==> src/shared/feo_defines.svh <==
// Purpose: Constants for the flash erase/protect/overlay register block
// Assumes: AXI4-Lite, 32-bit data, one aligned word per register
// Notes:   Offsets are byte addresses inside the block's window
`ifndef FEO_DEFINES_SVH
`define FEO_DEFINES_SVH

// ****************************************
// Register map
// ****************************************
`define FEO_ADDR_W          8
`define FEO_OFF_STATUS      8'h00
`define FEO_OFF_SEL_LOW     8'h04
`define FEO_OFF_SEL_HIGH    8'h08
`define FEO_OFF_OVERLAY     8'h0C
`define FEO_OFF_MODE        8'h10

// ****************************************
// Fields and reset values
// ****************************************
`define FEO_FAULT_BIT       7
`define FEO_SEL_HIGH_MASK   8'h07
`define FEO_OVL_MASK        16'h0007
`define FEO_OVL_EN_BIT      2
`define FEO_MODE_SWE_BIT    0
`define FEO_MODE_ESU_BIT    1
`define FEO_MODE_ERS_BIT    2
`define FEO_RST_BYTE        8'h00
`define FEO_RST_HALF        16'h0000
`define FEO_RESP_OKAY       2'h0
`define FEO_RESP_SLVERR     2'h2

// ****************************************
// Address map of the array and overlay
// ****************************************
`define FEO_FA_W            24
`define FEO_OVL_BASE        24'h004000
`define FEO_OVL_STEP_SH     12
`define FEO_OVL_WIN_SH      10
`define FEO_RAM_BASE        24'hFFF800
`define FEO_SMALL_SH        12
`define FEO_B8_BASE         24'h008000
`define FEO_B9_BASE         24'h010000
`define FEO_B10_BASE        24'h020000
`define FEO_B10_END         24'h027FFF

`endif

==> src/shared/feo_pkg.sv <==
// Purpose: Types for the flash erase/protect/overlay register block
// Assumes: Used together with feo_defines.svh
// Notes:   Holds types only
package feo_pkg;

    typedef enum logic [1:0] {
        FEO_W_IDLE = 2'b00,
        FEO_W_RESP = 2'b01
    } feo_wstate_type;

    typedef struct packed {
        feo_wstate_type wstate;
        logic           have_aw;
        logic           have_w;
        logic [7:0]     waddr;
        logic [31:0]    wdata;
        logic [3:0]     wstrb;
        logic           awready;
        logic           wready;
        logic           bvalid;
        logic [1:0]     bresp;
        logic           arready;
        logic           rvalid;
        logic [31:0]    rdata;
        logic [1:0]     rresp;
        logic           fault;
        logic [7:0]     sel_low;
        logic [2:0]     sel_high;
        logic [2:0]     overlay;
        logic           software_write_enable;
        logic           erase_setup;
        logic           erase;
        logic           erase_ok;
        logic           all_protect;
        logic [23:0]    mapped_addr;
        logic           redirected;
    } feo_state_type;

endpackage

==> src/design/feo_regs.sv <==
// Purpose: Error status, erase block select and RAM overlay control registers
// Assumes: Power-on reset is aresetn; standby and pin levels synchronous to aclk
// Notes:   Mode-control enables are held in a small register of this block
`timescale 1ns/10ps
`include "feo_defines.svh"

module feo_regs (
    input  wire logic        aclk,
    input  wire logic        aresetn,
    input  wire logic        clk_en,
    input  wire logic [7:0]  s_axi_awaddr,
    input  wire logic        s_axi_awvalid,
    output logic             s_axi_awready,
    input  wire logic [31:0] s_axi_wdata,
    input  wire logic [3:0]  s_axi_wstrb,
    input  wire logic        s_axi_wvalid,
    output logic             s_axi_wready,
    output logic [1:0]       s_axi_bresp,
    output logic             s_axi_bvalid,
    input  wire logic        s_axi_bready,
    input  wire logic [7:0]  s_axi_araddr,
    input  wire logic        s_axi_arvalid,
    output logic             s_axi_arready,
    output logic [31:0]      s_axi_rdata,
    output logic [1:0]       s_axi_rresp,
    output logic             s_axi_rvalid,
    input  wire logic        s_axi_rready,
    input  wire logic        flash_enabled,
    input  wire logic        standby,
    input  wire logic        flash_protect_pin,
    input  wire logic        error_detect,
    input  wire logic [23:0] cpu_addr,
    output logic             program_fault_flag,
    output logic             erase_enable,
    output logic             all_blocks_protected,
    output logic [23:0]      mapped_addr,
    output logic             overlay_hit
);

    feo_pkg::feo_state_type st;
    feo_pkg::feo_state_type next_st;

    // ****************************************
    // Helpers
    // ****************************************
    function automatic logic [3:0] feo_ones(input logic [10:0] v);
        logic [3:0] n;
        n = 4'h0;
        for (int i = 0; i < 11; i++) begin
            n = n + {3'h0, v[i]};
        end
        return n;
    endfunction

    // Block index that holds an array address; 4'hF when outside the array
    function automatic logic [3:0] feo_block_of(input logic [23:0] a);
        logic [3:0] b;
        if (a < `FEO_B8_BASE) begin
            b = a[15:12];
        end else if (a < `FEO_B9_BASE) begin
            b = 4'h8;
        end else if (a < `FEO_B10_BASE) begin
            b = 4'h9;
        end else if (a <= `FEO_B10_END) begin
            b = 4'hA;
        end else begin
            b = 4'hF;
        end
        return b;
    endfunction

    logic        hw_we;
    logic        clear_sel;
    logic [10:0] sel_all;
    logic        one_sel;
    logic [23:0] win_base;
    logic        in_win;
    logic [3:0]  erase_blk;

    always_comb begin
        hw_we     = ~flash_protect_pin;
        // Select registers held clear whenever writes are not armed
        clear_sel = standby | flash_protect_pin | ~st.software_write_enable | ~flash_enabled;
        sel_all   = {st.sel_high, st.sel_low};
        one_sel   = (feo_ones(sel_all) == 4'h1);
        win_base  = `FEO_OVL_BASE
                  + ({22'h0, st.overlay[1:0]} << `FEO_OVL_STEP_SH);
        in_win    = st.overlay[`FEO_OVL_EN_BIT]
                  && (cpu_addr[23:`FEO_OVL_WIN_SH] == win_base[23:`FEO_OVL_WIN_SH]);
        erase_blk = feo_block_of(cpu_addr);
    end

    // ****************************************
    // Next state
    // ****************************************
    always_comb begin
        logic [7:0]  a;
        logic [31:0] d;
        logic        wr;
        logic        rd_ok;
        logic [31:0] rv;
        a     = 8'h00;
        d     = 32'h0;
        wr    = 1'b0;
        rd_ok = 1'b1;
        rv    = 32'h0;
        next_st = st;

        // Write address and data taken in either order
        if (s_axi_awvalid && st.awready) begin
            next_st.have_aw = 1'b1;
            next_st.waddr   = s_axi_awaddr;
            next_st.awready = 1'b0;
        end
        if (s_axi_wvalid && st.wready) begin
            next_st.have_w = 1'b1;
            next_st.wdata  = s_axi_wdata;
            next_st.wstrb  = s_axi_wstrb;
            next_st.wready = 1'b0;
        end

        case (st.wstate)
            feo_pkg::FEO_W_IDLE: begin
                if (st.have_aw && st.have_w) begin
                    wr = 1'b1;
                    a  = st.waddr;
                    d  = st.wdata;
                    next_st.have_aw = 1'b0;
                    next_st.have_w  = 1'b0;
                    next_st.bvalid  = 1'b1;
                    next_st.bresp   = `FEO_RESP_OKAY;
                    next_st.wstate  = feo_pkg::FEO_W_RESP;
                    if (a > `FEO_OFF_MODE || a[1:0] != 2'h0) begin
                        next_st.bresp = `FEO_RESP_SLVERR;
                    end
                end
            end
            feo_pkg::FEO_W_RESP: begin
                if (s_axi_bready) begin
                    next_st.bvalid  = 1'b0;
                    next_st.awready = 1'b1;
                    next_st.wready  = 1'b1;
                    next_st.wstate  = feo_pkg::FEO_W_IDLE;
                end
            end
            default: begin
                next_st.wstate = feo_pkg::FEO_W_IDLE;
            end
        endcase

        // Register writes; status has no write path at all
        if (wr && st.wstrb[0]) begin
            case (a)
                `FEO_OFF_SEL_LOW: begin
                    next_st.sel_low = d[7:0];
                end
                `FEO_OFF_SEL_HIGH: begin
                    next_st.sel_high = d[2:0];
                end
                `FEO_OFF_OVERLAY: begin
                    next_st.overlay = d[2:0];
                end
                `FEO_OFF_MODE: begin
                    next_st.software_write_enable = d[`FEO_MODE_SWE_BIT] & hw_we;
                    if (hw_we && st.software_write_enable && one_sel) begin
                        next_st.erase_setup = d[`FEO_MODE_ESU_BIT];
                        // Without setup the start bit keeps its value: the write is refused
                        if (st.erase_setup) begin
                            next_st.erase = d[`FEO_MODE_ERS_BIT];
                        end
                    end
                end
                default: begin
                end
            endcase
        end

        if (!hw_we || standby) begin
            next_st.software_write_enable   = 1'b0;
            next_st.erase_setup   = 1'b0;
            next_st.erase = 1'b0;
        end
        if (clear_sel) begin
            next_st.sel_low  = `FEO_RST_BYTE;
            next_st.sel_high = 3'h0;
        end

        // Fault latches from the detect input; nothing but reset clears it
        if (error_detect) begin
            next_st.fault = 1'b1;
        end

        // Read channel
        if (st.rvalid && s_axi_rready) begin
            next_st.rvalid  = 1'b0;
            next_st.arready = 1'b1;
        end else if (s_axi_arvalid && st.arready) begin
            case (s_axi_araddr)
                `FEO_OFF_STATUS: begin
                    rv[`FEO_FAULT_BIT] = st.fault & flash_enabled;
                end
                `FEO_OFF_SEL_LOW: begin
                    rv[7:0] = flash_enabled ? st.sel_low : 8'h00;
                end
                `FEO_OFF_SEL_HIGH: begin
                    rv[2:0] = flash_enabled ? st.sel_high : 3'h0;
                end
                `FEO_OFF_OVERLAY: begin
                    rv[2:0] = st.overlay;
                end
                `FEO_OFF_MODE: begin
                    rv[2:0] = {st.erase, st.erase_setup, st.software_write_enable};
                end
                default: begin
                    rd_ok = 1'b0;
                end
            endcase
            next_st.arready = 1'b0;
            next_st.rvalid  = 1'b1;
            next_st.rdata   = rv;
            next_st.rresp   = rd_ok ? `FEO_RESP_OKAY : `FEO_RESP_SLVERR;
        end

        // Outputs to the array and bus fabric
        next_st.all_protect = st.fault | st.overlay[`FEO_OVL_EN_BIT];
        // Erase only for the single selected block and only when unprotected
        next_st.erase_ok = st.erase && one_sel && !next_st.all_protect
                         && erase_blk != 4'hF && sel_all[erase_blk];
        next_st.redirected  = in_win;
        next_st.mapped_addr = in_win
                            ? (`FEO_RAM_BASE | {14'h0, cpu_addr[9:0]})
                            : cpu_addr;
    end

    // ****************************************
    // State register
    // ****************************************
    always_ff @(posedge aclk) begin
        if (!aresetn) begin
            // Overlay is reset here only; standby leaves it alone
            st         <= '0;
            st.awready <= 1'b1;
            st.wready  <= 1'b1;
            st.arready <= 1'b1;
        end else if (clk_en) begin
            st <= next_st;
        end
    end

    assign s_axi_awready        = st.awready;
    assign s_axi_wready         = st.wready;
    assign s_axi_bvalid         = st.bvalid;
    assign s_axi_bresp          = st.bresp;
    assign s_axi_arready        = st.arready;
    assign s_axi_rvalid         = st.rvalid;
    assign s_axi_rdata          = st.rdata;
    assign s_axi_rresp          = st.rresp;
    assign program_fault_flag   = st.fault;
    assign erase_enable         = st.erase_ok;
    assign all_blocks_protected = st.all_protect;
    assign mapped_addr          = st.mapped_addr;
    assign overlay_hit          = st.redirected;

endmodule

==> config.mk <==
export PLATFORM = sky130hd
export DESIGN_NAME = feo_regs
export DESIGN_NICKNAME = d
export VERILOG_FILES = /design/src/shared/feo_pkg.sv /design/src/design/feo_regs.sv
export VERILOG_INCLUDE_DIRS = /design/src /design/src/shared
export SDC_FILE = /design/constraint.sdc
export NUM_CORES = 1
export LEC_CHECK = 0
export BUFFER_PORTS_ARGS = -buffer_cell sky130_fd_sc_hd__buf_2
export CAP_MARGIN = 10
export CORE_MARGIN = 4
export CORE_UTILIZATION = 45
export DETAILED_ROUTE_END_ITERATION = 12
export GPL_ROUTABILITY_DRIVEN = 0
export PLACE_DENSITY = 0.81
export SYNTH_ARGS = -nofsm -noshare
export SYNTH_HDL_FRONTEND = slang
export SYNTH_SLANG_ARGS = --single-unit
==> constraint.sdc <==
create_clock -name aclk -period 3.7 [get_ports aclk]
set_input_delay 0.185 -clock aclk [delete_from_list [all_inputs] [get_ports aclk]]
set_output_delay 0.185 -clock aclk [all_outputs]
set_load 0.005 [all_outputs]
After elaboration in Yosys (flattened, before gate mapping)
Cells that the tools add are included.
{ "totals": {"reg_bits": 83, "word_cells": 155, "out_inout_bits": 69, "inputBits": 88} }
{ "op_classes": {"reduce_logical": 43, "magnitude_cmp": 6, "n_bitwise": 10, "n_mux": 46, "n_addsub": 11, "n_eq_ne": 14} }
{ "op_table": {"columns": ["cell", "n"], "rows": [
  ["8-bit two-way mux", 6],
  ["36-bit two-way mux", 1],
  ["8-bit by 4-bit equality test with 1-bit output (second input constant)", 4],
  ["4-bit by 1-bit adder with 4-bit output", 7],
  ["3-bit two-way mux", 9],
  ["24-bit by 18-bit less-or-equal comparator with 1-bit output (second input constant)", 1],
  ["24-bit by 16-bit < comparator with 1-bit output (second input constant)", 1],
  ["24-bit by 17-bit < comparator with 1-bit output (second input constant)", 1],
  ["24-bit by 18-bit < comparator with 1-bit output (second input constant)", 1],
  ["24-bit two-way mux", 1],
  ["3-bit AND reduction", 7],
  ["2-bit nonzero test", 10],
  ["17-bit two-way mux", 1],
  ["15-bit by 14-bit adder with 16-bit output (first input constant)", 1],
  ["8-bit by 3-bit equality test with 1-bit output (second input constant)", 2],
  ["8-bit by 5-bit equality test with 1-bit output (second input constant)", 2],
  ["4-bit two-way mux", 4],
  ["14-bit by 6-bit equality test with 1-bit output", 1],
  ["2-bit two-way mux", 7],
  ["1-bit logical AND", 13],
  ["3-bit case mux with 4 select lines", 1],
  ["1-bit two-way mux", 11],
  ["11-bit two-way mux", 1],
  ["8-bit by 5-bit > comparator with 1-bit output (second input constant)", 1],
  ["other kinds (22)", 36]
]} }

Depth between registers and ports, before layout
Gate-level depths: netlist (run 1).
{ "depth": {"depth_word": 16, "mapped_depth": 11, "ltp_nobuf": 11} }

Worst setup path after synthesis (run 1)
Ideal clock, no wire load.
{ "synth_timing": {"path_type": "register to register", "start": "register st (netlist bit sel_all[0])", "end": "register st[27] in the netlist's numbering", "setup_ns": 0.063, "slack_ns": -0.274, "path_stages_with_launch": 12, "arrival_ns": 3.911, "synth_period_minus_slack_ns": 3.974, "path_buffers": 0, "required_time_ns": 3.637, "path_cell_list": "dfxtp_1 fa_1 fa_1 inv_1 fa_1 fa_1 fa_1 or3_1 o31ai_2 nand3_1 or4_1 nand3b_1"} }
{ "synth_via": {"elab_chain_cells": 14} }
{ "synth_rtl": {"columns": ["item", "line_no", "text"], "rows": [
  ["start: declaration", "feo_regs.sv:40", "feo_pkg::feo_state_type st;"],
  ["start signal: assignment", "feo_regs.sv:246", "st <= next_st;"],
  ["1-bit by 1-bit adder with 2-bit output", "feo_regs.sv:50", "n = n + {3'h0, v[i]};"],
  ["2-bit by 1-bit adder with 3-bit output", "feo_regs.sv:50", null],
  ["3-bit by 1-bit adder with 4-bit output", "feo_regs.sv:50", null],
  ["4-bit by 1-bit adder with 4-bit output (7 in a row)", "feo_regs.sv:50", null],
  ["4-bit by 1-bit equality test with 1-bit output", "feo_regs.sv:85", "one_sel = (feo_ones(sel_all) == 4'h1);"],
  ["1-bit logical AND", "feo_regs.sv:165", "if (hw_we && st.software_write_enable && one_sel) begin"],
  ["2-bit nonzero test (no source line)", null, null],
  ["5-bit AND reduction (no source line)", null, null]
]} }
Every way passes these cells.
A chain may end at the register's enable or synchronous reset.

Final worst setup path (run 1)
Ends and elaborated chain as after synthesis.

==> results of run 1 <==
[final cells by class]
class                   instances  area, um2
clock buffers                  10        138
repair buffers                114        602
clock inverters                 5       57.6
flip-flops and latches         80       1600
inverters                      13       48.8
well taps                     129        161
fillers                       862       4430
multi-input cells             340       2240
[worst max-delay path: stages (launching register included)]
cell and delay [ns]:
dfxtp_2 0.33, fa_1 0.51, fa_1 0.53, inv_1 0.05, fa_1 0.45, fa_2 0.37
fa_2 0.35, or3_4 0.38, o31ai_4 0.21, nand3_2 0.09, or4_1 0.49, nand3b_1 0.11
[metal layers]
metal / vias up / part of all wire, % / track usage, %
li1: 1756 / - / -
met1: 1640 / 43 / 21.9
met2: 127 / 49 / 30.6
met3: 12 / 7.2 / 3.89
met4: 0 / 0.97 / 4.53
met5: - / 0 / 0
[sequential cells by signal, summed over array words and instances, names as in the netlist]
register,cells
all_blocks_protected,1
erase_enable,1
mapped_addr,24
overlay_hit,1
program_fault_flag,1
s_axi_arready,1
s_axi_awready,1
s_axi_bresp,1
s_axi_bvalid,1
s_axi_rdata,8
s_axi_rresp,1
s_axi_rvalid,1
s_axi_wready,1
sel_all,11
st,26
[logic make-up after synthesis]
group           synth area share, %
simple gates                   21.4
compound gates                 17.8
buf+inv                        13.9
flops                          37.1
mux                            5.80
fa+ha+maj                      3.54
xor+xnor                      0.406
other cells                  0.0869
[timing repair]
action,CTS,global route
pin swaps,1,2
setup buffers,0,3
gates resized for setup,3,3
setup endpoints to repair,3,3
[worst paths after layout]
check | to | slack [ns] | cells past startpoint
setup / recovery | st[27] | -0.23 | 11
hold / removal | st[126] | 0.08 | 3
setup reg to reg | st[27] | -0.23 | 11
hold reg to reg | s_axi_bvalid | 0.47 | 2
[power by group through the flow]
stage                     sequential (W)  clock (W)  combinational (W)
after global placement          0.000933          0           0.000196
after detailed placement        0.000935          0           0.000203
after CTS                       0.000915   0.000657           0.000203
after floorplan                 0.000931          0           0.000166
final                           0.000915   0.000637           0.000203
after global routing            0.000920   0.000684           0.000230
[per-stage QoR]
stage                     TNS [ns]  setup WS, ns  hold WS [ns]
final                       -0.458        -0.226        0.0844
after floorplan             -0.239        -0.239         0.330
after detailed placement    -0.676        -0.371         0.448
after global placement      -0.283        -0.212         0.442
after global routing        -0.956        -0.382        0.0895
after CTS                   -0.516        -0.318        0.0695
[synthesized netlist by cell type, types with 4 or more instances]
| cell type | n | area, um2 |
|---|---|---|
| a21boi_0 | 35 | 263 |
| a21oi_1 | 21 | 105 |
| a22o_1 | 8 | 70.1 |
| a22oi_1 | 8 | 60.1 |
| and3_1 | 9 | 56.3 |
| buf_2 | 7 | 35.0 |
| buf_4 | 60 | 450 |
| clkbuf_1 | 17 | 63.8 |
| dfxtp_1 | 80 | 1600 |
| fa_1 | 7 | 140 |
| inv_1 | 13 | 48.8 |
| mux2i_1 | 25 | 250 |
| nand2_1 | 60 | 225 |
| nand2b_1 | 8 | 50.1 |
| nand3_1 | 15 | 75.1 |
| nand4b_1 | 4 | 35.0 |
| nor2_1 | 17 | 63.8 |
| nor2b_1 | 27 | 169 |
| nor3_1 | 7 | 35.0 |
| o21a_1 | 4 | 30.0 |
| o21ai_0 | 10 | 50.1 |
==> results.sh, run 1 <==
export IMPL_maxCapViolations=0
export IMPL_cts_hold_buffers=0
export IMPL_rows=35
export IMPL_status="finished with violations"
export IMPL_dieArea_um2=11200
export IMPL_critical_path_arrival_ns=4.21
export IMPL_vdd_drop_max_uv=254
export IMPL_final_util_pct=52.2
export IMPL_place_area_um2=4610
export IMPL_worst_pin_slew_ns=1.02
export IMPL_drc=0
export IMPL_p_seq_share_pct=52.1
export IMPL_async_reset_ff_share_pct=0
export IMPL_grt_ovfl_total=0
export IMPL_hold_violations=0
export IMPL_wirelength_mm=9.72
export IMPL_grt_pass1_wl_mm=16.3
export IMPL_p_leak_nw=2.09
export IMPL_p_per_area_nw_per_um2=362
export IMPL_cts_buffers=9
export IMPL_yosys_warnings=0
export IMPL_maxSlewHeadroom_pct=31.9
export IMPL_crit_type="reg2reg"
export IMPL_layout_commonest_cell="buf_2"
export IMPL_p_switching_w=0.000444
export IMPL_clock_path_buffers=2
export IMPL_clk_latency_ns=0.35
export IMPL_totalPowerFinal_w=0.00175
export IMPL_fmaxAchievable_ghz=0.255
export IMPL_ys_types=52
export IMPL_drt_pass1_iterations=4
export IMPL_cellInternalPower_w=0.00131
export IMPL_post_route_period_util_pct=106
export IMPL_core_um2=9280
export IMPL_grt_pass1_vias=3469
export IMPL_violations="negative setup slack"
export IMPL_ys_seq_elements=80
export IMPL_hp_class="in2reg"
export IMPL_synth_edf_count=0
export IMPL_swShare_pct=25.3
export IMPL_yosysSeqAreaShare_pct=37.1
export IMPL_final_layout_size_suffix_gt1_share_pct=25.6
export IMPL_die_w_um=106
export IMPL_setup_slack_ns=-0.226
export IMPL_syn_area_per_cell_um2=8.77
export IMPL_syn_to_final_growth_pct=12.3
export IMPL_path_clk_slew_ns=0.08
export IMPL_ios=157
export IMPL_p_clk_share_pct=36.3
export IMPL_dpl_hpwl_mm=7.42
export IMPL_synth_area_um2=4320
export IMPL_worstSetupStartpoint="sel_all[0]"
export IMPL_vias=3535
export IMPL_antenna_found_initial=0
export IMPL_drt_wirelength_per_cell_um=14.1
export IMPL_fin_crit_ns=3.93
export IMPL_grt_usage_pct=17.5
export IMPL_synth_main_ff_cell="dfxtp_1"
export IMPL_dp_cells=673
export IMPL_drtIter0Drc=129
export IMPL_fin_cells=691
export IMPL_final_area_um2=4850
export IMPL_ant_nets=0
export IMPL_comb_power_share_pct=11.5
export IMPL_htree_levels=3
export IMPL_tritoncts="done"
export IMPL_setup_violations_final=3
export IMPL_cp_start_kind="register"
export IMPL_clock_skew_ns=0.00925
export IMPL_cp_required_ns=3.98
export IMPL_numPortBuffers=103
export IMPL_nets=654
export IMPL_die_y_um=106
export IMPL_layout_common_cells="103 x buf_2, 78 x dfxtp_1, 60 x nand2_1"
export IMPL_slew_violations=0
export IMPL_rsz0062_at_grt="yes"
export IMPL_grt_max_degree=76
export IMPL_cts_sinks=80
export IMPL_r2r_start="sel_all[0]"
export IMPL_critPathCaptureType="register"
export IMPL_cp_max_fo=2
export IMPL_antenna_cells=0
export IMPL_viasPerCell=5.12
export IMPL_hp_start="s_axi_awaddr[4]"
export IMPL_syn_inst=492
export IMPL_root_buffer="clkbuf_8"
export IMPL_initial_core_util_pct=46.5
Note: power is estimated with default switching activity, not from simulation.
==> run 2: changes to the inputs <==
--- a/config.mk
+++ b/config.mk
@@ -9,10 +9,10 @@
 export BUFFER_PORTS_ARGS = -buffer_cell sky130_fd_sc_hd__buf_2
 export CAP_MARGIN = 10
 export CORE_MARGIN = 4
-export CORE_UTILIZATION = 45
+export CORE_UTILIZATION = 40
 export DETAILED_ROUTE_END_ITERATION = 12
 export GPL_ROUTABILITY_DRIVEN = 0
-export PLACE_DENSITY = 0.81
+export PLACE_DENSITY = 0.73
 export SYNTH_ARGS = -nofsm -noshare
 export SYNTH_HDL_FRONTEND = slang
 export SYNTH_SLANG_ARGS = --single-unit
==> run 2 against run 1 <==
Effect of this change:
- the run still ends with negative setup slack left
- maximum frequency shrank 0.74%
- utilization shrank 5.5 points
- sequential power is essentially flat
- wire length grew 4.0%
- worst hold slack lost 0.0030 ns
- combinational power is essentially flat
- die area grew 12%
- worst setup slack lost 0.029 ns
- critical endpoint unchanged
==> results.sh, run 2 (same netlist as run 1, synthesis figures left out) <==
export IMPL_maxSlewHeadroom_pct=29.6
export IMPL_cp_required_ns=3.99
export IMPL_p_seq_share_pct=50.5
export IMPL_critPathCaptureType="register"
export IMPL_tritoncts="done"
export IMPL_cp_max_fo=2
export IMPL_fmaxAchievable_ghz=0.253
export IMPL_drtIter0Drc=140
export IMPL_antenna_found_initial=1
export IMPL_largest_reg_flops=26
export IMPL_place_area_um2=4620
export IMPL_fin_tns_setup_ns=-0.634
export IMPL_grt_max_degree=76
export IMPL_p_per_area_nw_per_um2=372
export IMPL_grt_pass1_vias=3407
export IMPL_swShare_pct=24.6
export IMPL_p_clk_share_pct=38.2
export IMPL_maxCapViolations=0
export IMPL_setup_slack_ns=-0.255
export IMPL_hp_start="s_axi_awaddr[0]"
export IMPL_syn_to_final_growth_pct=12.7
export IMPL_fillers=1007
export IMPL_clock_path_buffers=2
export IMPL_hold_path_depth=3
export IMPL_comb_power_share_pct=11.3
export IMPL_reg2reg_depth=11
export IMPL_clock_skew_ns=0.00617
export IMPL_fin_hold_ws_ns=0.0814
export IMPL_ff_latch_area_um2=1600
export IMPL_status="finished with violations"
export IMPL_min_to="st[122]"
export IMPL_final_area_um2=4870
export IMPL_wirelength_mm=10.1
export IMPL_grt_ovfl_total=0
export IMPL_viasPerCell=5.05
export IMPL_nets=653
export IMPL_vdd_drop_max_uv=184
export IMPL_ios=157
export IMPL_violations="negative setup slack"
export IMPL_numPortBuffers=103
export IMPL_r2r_start="sel_all[1]"
export IMPL_setup_violations_final=3
export IMPL_antenna_cells=0
export IMPL_drc=0
export IMPL_regToRegEndpoint="st[27]"
export IMPL_cp_start_kind="register"
export IMPL_post_route_period_util_pct=107
export IMPL_path_clk_slew_ns=0.08
export IMPL_critical_path_arrival_ns=4.25
export IMPL_layout_common_cells="103 x buf_2, 78 x dfxtp_1, 59 x nand2_1"
export IMPL_hold_violations=0
export IMPL_fin_crit_ns=3.96
export IMPL_grt_usage_pct=16.1
export IMPL_drt_pass1_iterations=4
export IMPL_htree_levels=3
export IMPL_layout_commonest_cell="buf_2"
export IMPL_die_w_um=112
export IMPL_regMostFlops="st"
export IMPL_rsz0062_at_grt="yes"
export IMPL_core_um2=10400
export IMPL_hp_class="in2reg"
export IMPL_worst_pin_slew_ns=1.06
export IMPL_drt_wirelength_per_cell_um=14.5
export IMPL_p_leak_nw=2.11
export IMPL_dpl_hpwl_mm=7.77
export IMPL_cts_hold_buffers=0
export IMPL_root_buffer="clkbuf_8"
export IMPL_initial_core_util_pct=41.4
export IMPL_vias=3524
export IMPL_ant_nets=0
export IMPL_die_y_um=112
export IMPL_cellInternalPower_w=0.00136
export IMPL_clk_latency_ns=0.35
export IMPL_crit_type="reg2reg"
export IMPL_rows=37
export IMPL_dieArea_um2=12500
export IMPL_r2r_slack_ns=-0.26
export IMPL_cts_buffers=9
export IMPL_grt_pass1_wl_mm=16.5
export IMPL_slew_violations=0
export IMPL_multi_input_area_um2=2240
export IMPL_cts_sinks=80
export IMPL_p_switching_w=0.000446
export IMPL_final_layout_size_suffix_gt1_share_pct=25.4
[run 2: how the worst max path moves through the flow]
| stage | slack, ns | end | startpoint |
|---|---|---|---|
| after floorplan | -0.24 | st[27] | sel_all[3] |
| after global placement | -0.23 | st[27] | sel_all[3] |
| after detailed placement | -0.31 | st[27] | sel_all[3] |
| after CTS | -0.29 | st[27] | sel_all[0] |
| after global routing | -0.35 | st[27] | sel_all[1] |
| final | -0.26 | st[27] | sel_all[1] |
[run 2: repair_timing]
| item | CTS | global route |
|---|---|---|
| buffers inserted | 0 | 2 |
| endpoints found under the setup margin | 3 | 3 |
| gates resized for setup | 2 | 4 |
| pin swaps | 4 | 7 |
[run 2: final cells by class]
cell class / instances / share of cell area [%]
timing repair buffer: 113 / 12.2
inverter: 13 / 1.00
multi-input combinational: 340 / 46.0
tap: 136 / 3.50
sequential: 80 / 33.0
clock inverter: 6 / 1.72
clock buffer: 10 / 2.62
[run 2: per-layer routing]
layer  part of all wire, %  up-vias  track usage [%]
met5                 0.099        -                0
met3                   9.3       12             4.95
met4                   1.0        2             4.22
met2                    48      129             27.7
li1                      -     1756                -
met1                    42     1625             19.4
[run 2: worst max-delay path, cell delays in order, from the launching register on]
cell      delay (ns)
dfxtp_2         0.33
fa_1            0.50
fa_1            0.51
inv_1           0.05
fa_1            0.46
fa_2            0.37
fa_2            0.36
or3_4           0.39
o31ai_4         0.28
nand3_2         0.09
or4_1           0.47
nand3b_1        0.09
[run 2: through the flow]
step / std cells / util, % / setup slack, ns / total power (W)
after CTS: 696 / 46.5 / -0.288 / 0.00183
after global routing: 698 / 46.7 / -0.349 / 0.00190
after global placement: 680 / 44.4 / -0.233 / 0.00113
after floorplan: 517 / - / -0.239 / 0.00110
final: 698 / 46.7 / -0.255 / 0.00181
after detailed placement: 680 / 44.4 / -0.314 / 0.00114
[run 2: power by group through the flow]
stage,sequential (W),clock (W),combinational (W)
3_3_place_gp,0.000933,0,0.000200
4_1_cts,0.000915,0.000714,0.000205
5_1_grt,0.000920,0.000746,0.000230
3_5_place_dp,0.000936,0,0.000205
6_report,0.000915,0.000691,0.000204
2_1_floorplan,0.000931,0,0.000166
==> run 3: changes to the inputs <==
--- a/config.mk
+++ b/config.mk
@@ -6,13 +6,14 @@
 export SDC_FILE = /design/constraint.sdc
 export NUM_CORES = 1
 export LEC_CHECK = 0
+export ABC_AREA = 1
 export BUFFER_PORTS_ARGS = -buffer_cell sky130_fd_sc_hd__buf_2
 export CAP_MARGIN = 10
 export CORE_MARGIN = 4
 export CORE_UTILIZATION = 40
 export DETAILED_ROUTE_END_ITERATION = 12
 export GPL_ROUTABILITY_DRIVEN = 0
-export PLACE_DENSITY = 0.73
+export PLACE_DENSITY = 0.74
 export SYNTH_ARGS = -nofsm -noshare
 export SYNTH_HDL_FRONTEND = slang
 export SYNTH_SLANG_ARGS = --single-unit
==> run 3 against run 2 <==
Effect of this change:
- synthesized cell count is 12% higher
- worst setup slack improved by 0.40 ns
- worst hold slack worse by 0.026 ns
- clock power fell by 6.7%
- the run now ends clean
- final area is 4.9% lower
- largest power group unchanged
- largest cell class unchanged
- critical path depth grew 2
- die area shrank 4.0%
==> results.sh, run 3 <==
export IMPL_cts_sinks=80
export IMPL_initial_core_util_pct=41.7
export IMPL_cts_buffers=9
export IMPL_final_layout_size_suffix_gt1_share_pct=24.2
export IMPL_post_place_ws_ns=-0.0505
export IMPL_status="finished, final reports clean"
export IMPL_clk_latency_ns=0.35
export IMPL_syn_to_final_growth_pct=12.1
export IMPL_drc=0
export IMPL_antenna_cells=0
export IMPL_regMostFlops="st"
export IMPL_grt_pass1_wl_mm=15.5
export IMPL_p_per_area_nw_per_um2=380
export IMPL_route_top_layer_used="met4"
export IMPL_setup_violations_final=0
export IMPL_grt_pass1_vias=3380
export IMPL_layout_common_cells="103 x buf_2, 82 x nand2_1, 77 x dfxtp_1"
export IMPL_drtIter0Drc=204
export IMPL_yosys_warnings=0
export IMPL_tritoncts="done"
export IMPL_maxSlewHeadroom_pct=57.4
export IMPL_grt_usage_pct=16.2
export IMPL_vias=3686
export IMPL_fin_cells=756
export IMPL_syn_inst=553
export IMPL_maxCapViolations=0
export IMPL_grt_ovfl_total=0
export IMPL_die_w_um=110
export IMPL_wl_met2_mm=4.42
export IMPL_ys_types=37
export IMPL_antenna_found_initial=0
export IMPL_synth_area_um2=4130
export IMPL_hold_violations=0
export IMPL_syn_area_per_cell_um2=7.47
export IMPL_yosysSeqAreaShare_pct=38.8
export IMPL_async_reset_ff_share_pct=0
export IMPL_numPortBuffers=103
export IMPL_met1Wirelength_mm=4.38
export IMPL_wirelength_mm=9.89
export IMPL_setup_slack_ns=0.148
export IMPL_p_leak_nw=2.09
export IMPL_crit_type="reg2reg"
export IMPL_synth_edf_count=0
export IMPL_vdd_drop_max_uv=328
export IMPL_ys_seq_elements=80
export IMPL_dp_cells=739
export IMPL_ant_nets=0
export IMPL_slew_violations=0
export IMPL_worst_pin_slew_ns=0.636
export IMPL_cts_hold_buffers=0
export IMPL_critPathCaptureType="register"
export IMPL_post_route_period_util_pct=96.0
export IMPL_yosys_area_top_type="dfxtp_1"
export IMPL_drt_wirelength_per_cell_um=13.1
export IMPL_die_y_um=110
export IMPL_cp_start_kind="register"
export IMPL_root_buffer="clkbuf_8"
export IMPL_cp_required_ns=3.94
export IMPL_wl_met3_um=892
export IMPL_clock_skew_ns=0.0127
export IMPL_yosysMostFrequentCell="nand2_1"
export IMPL_dpl_hpwl_mm=7.50
export IMPL_path_clk_slew_ns=0.08
export IMPL_drt_pass1_iterations=5
export IMPL_synth_main_ff_cell="dfxtp_1"
export IMPL_layout_commonest_cell="buf_2"
export IMPL_grt_max_degree=38
export IMPL_ios=157
export IMPL_yosys_top_cells_area="dfxtp_1 39%, buf_4 11%, a21oi_1 7.9%"
export IMPL_fmaxAchievable_ghz=0.282
export IMPL_core_um2=9910
export IMPL_hp_class="in2reg"
export IMPL_fin_crit_ns=3.55
export IMPL_fillers=1011
export IMPL_cp_max_fo=3
export IMPL_nets=714
export IMPL_clock_path_buffers=2
export IMPL_rows=36
export IMPL_htree_levels=3
export IMPL_rsz0062_at_grt="yes"
export IMPL_viasPerCell=4.88
export IMPL_critical_path_arrival_ns=3.79
export IMPL_largest_reg_flops=26
export IMPL_yosys_top_cells_count="83 x nand2_1, 80 x dfxtp_1, 65 x a21oi_1, 60 x buf_4, 56 x inv_1"
export IMPL_synth_top_area_share_pct=38.8
export IMPL_dieArea_um2=12000
## run 3: path summary, 6_finish.rpt
kind / start / endpoint / slack [ns] / cells after the start
setup / recovery: sel_all[1] / st[27] / 0.15 / 13
hold / removal: cpu_addr[6] / mapped_addr[6] / 0.06 / 3
setup reg to reg: sel_all[1] / st[27] / 0.15 / 13
hold reg to reg: s_axi_bvalid / s_axi_bvalid / 0.46 / 2
## run 3: per-stage QoR
step	power [W]	setup TNS [ns]	area (um2)	utilization, %	hold WS, ns
after floorplan	0.00109	0	4220	-	0.320
after global placement	0.00113	0	4410	44.5	0.408
after detailed placement	0.00113	-0.0505	4410	44.5	0.413
after CTS	0.00177	0	4600	46.5	0.0383
after global routing	0.00184	-0.0120	4630	46.7	0.0630
final	0.00176	0	4630	46.7	0.0558
## run 3: cell families (layout without fill, tap and decap cells)
kind of cell             Yosys count  after routing  share of synthesized area (%)
other                              1             26                         0.0908
adder cells (fa/ha/maj)            8              8                           3.70
AND/OR/NAND/NOR                  194            194                           21.2
buffers and inverters            141            186                           18.4
AO/OA/AOI/OAI                    118            118                           15.3
flip-flops                        80             80                           38.8
XOR/XNOR                           2              2                          0.424
multiplexers                       9              9                           2.18
## run 3: where the power goes
group | switching (W) | leakage (nW) | internal [W]
Combinational | 0.000119 | 1.32 | 0.0000771
Clock | 0.000318 | 0.106 | 0.000327
Sequential | 0.0000216 | 0.657 | 0.000898
Total | 0.000458 | 2.09 | 0.00130
## run 3: timing repair
action | CTS | global route
pin swaps | 0 | 3
endpoints found under the hold margin | 0 | 0
setup endpoints to repair | 1 | 2
buffers inserted | 0 | 1
resized for setup | 1 | 8
## run 3: cell type report
cell class              instances  area, um2  share of cell area [%]
inverters                      63        236                    5.11
flip-flops and latches         80       1610                    34.7
repair buffers                107        546                    11.8
multi-input cells             357       1880                    40.6
clock buffers                  10        138                    2.97
clock inverters                 6       58.8                    1.27
well taps                     133        166                    3.59
## run 3: critical path: stages, from the launching register on
cell	delay (ns)
dfxtp_2	0.34
fa_1	0.51
fa_1	0.51
inv_1	0.05
fa_1	0.45
fa_2	0.37
fa_1	0.50
o2111ai_2	0.14
o21ai_2	0.20
nand2_2	0.08
a21oi_2	0.13
nand2_1	0.06
o21ai_1	0.07
nor2_1	0.04
## run 3: routing by layer
layer | global-route usage [%] | up-vias
met5 | 0 | -
li1 | - | 1858
met2 | 26.4 | 161
met4 | 5.79 | 0
met3 | 4.17 | 17
met1 | 20.9 | 1650
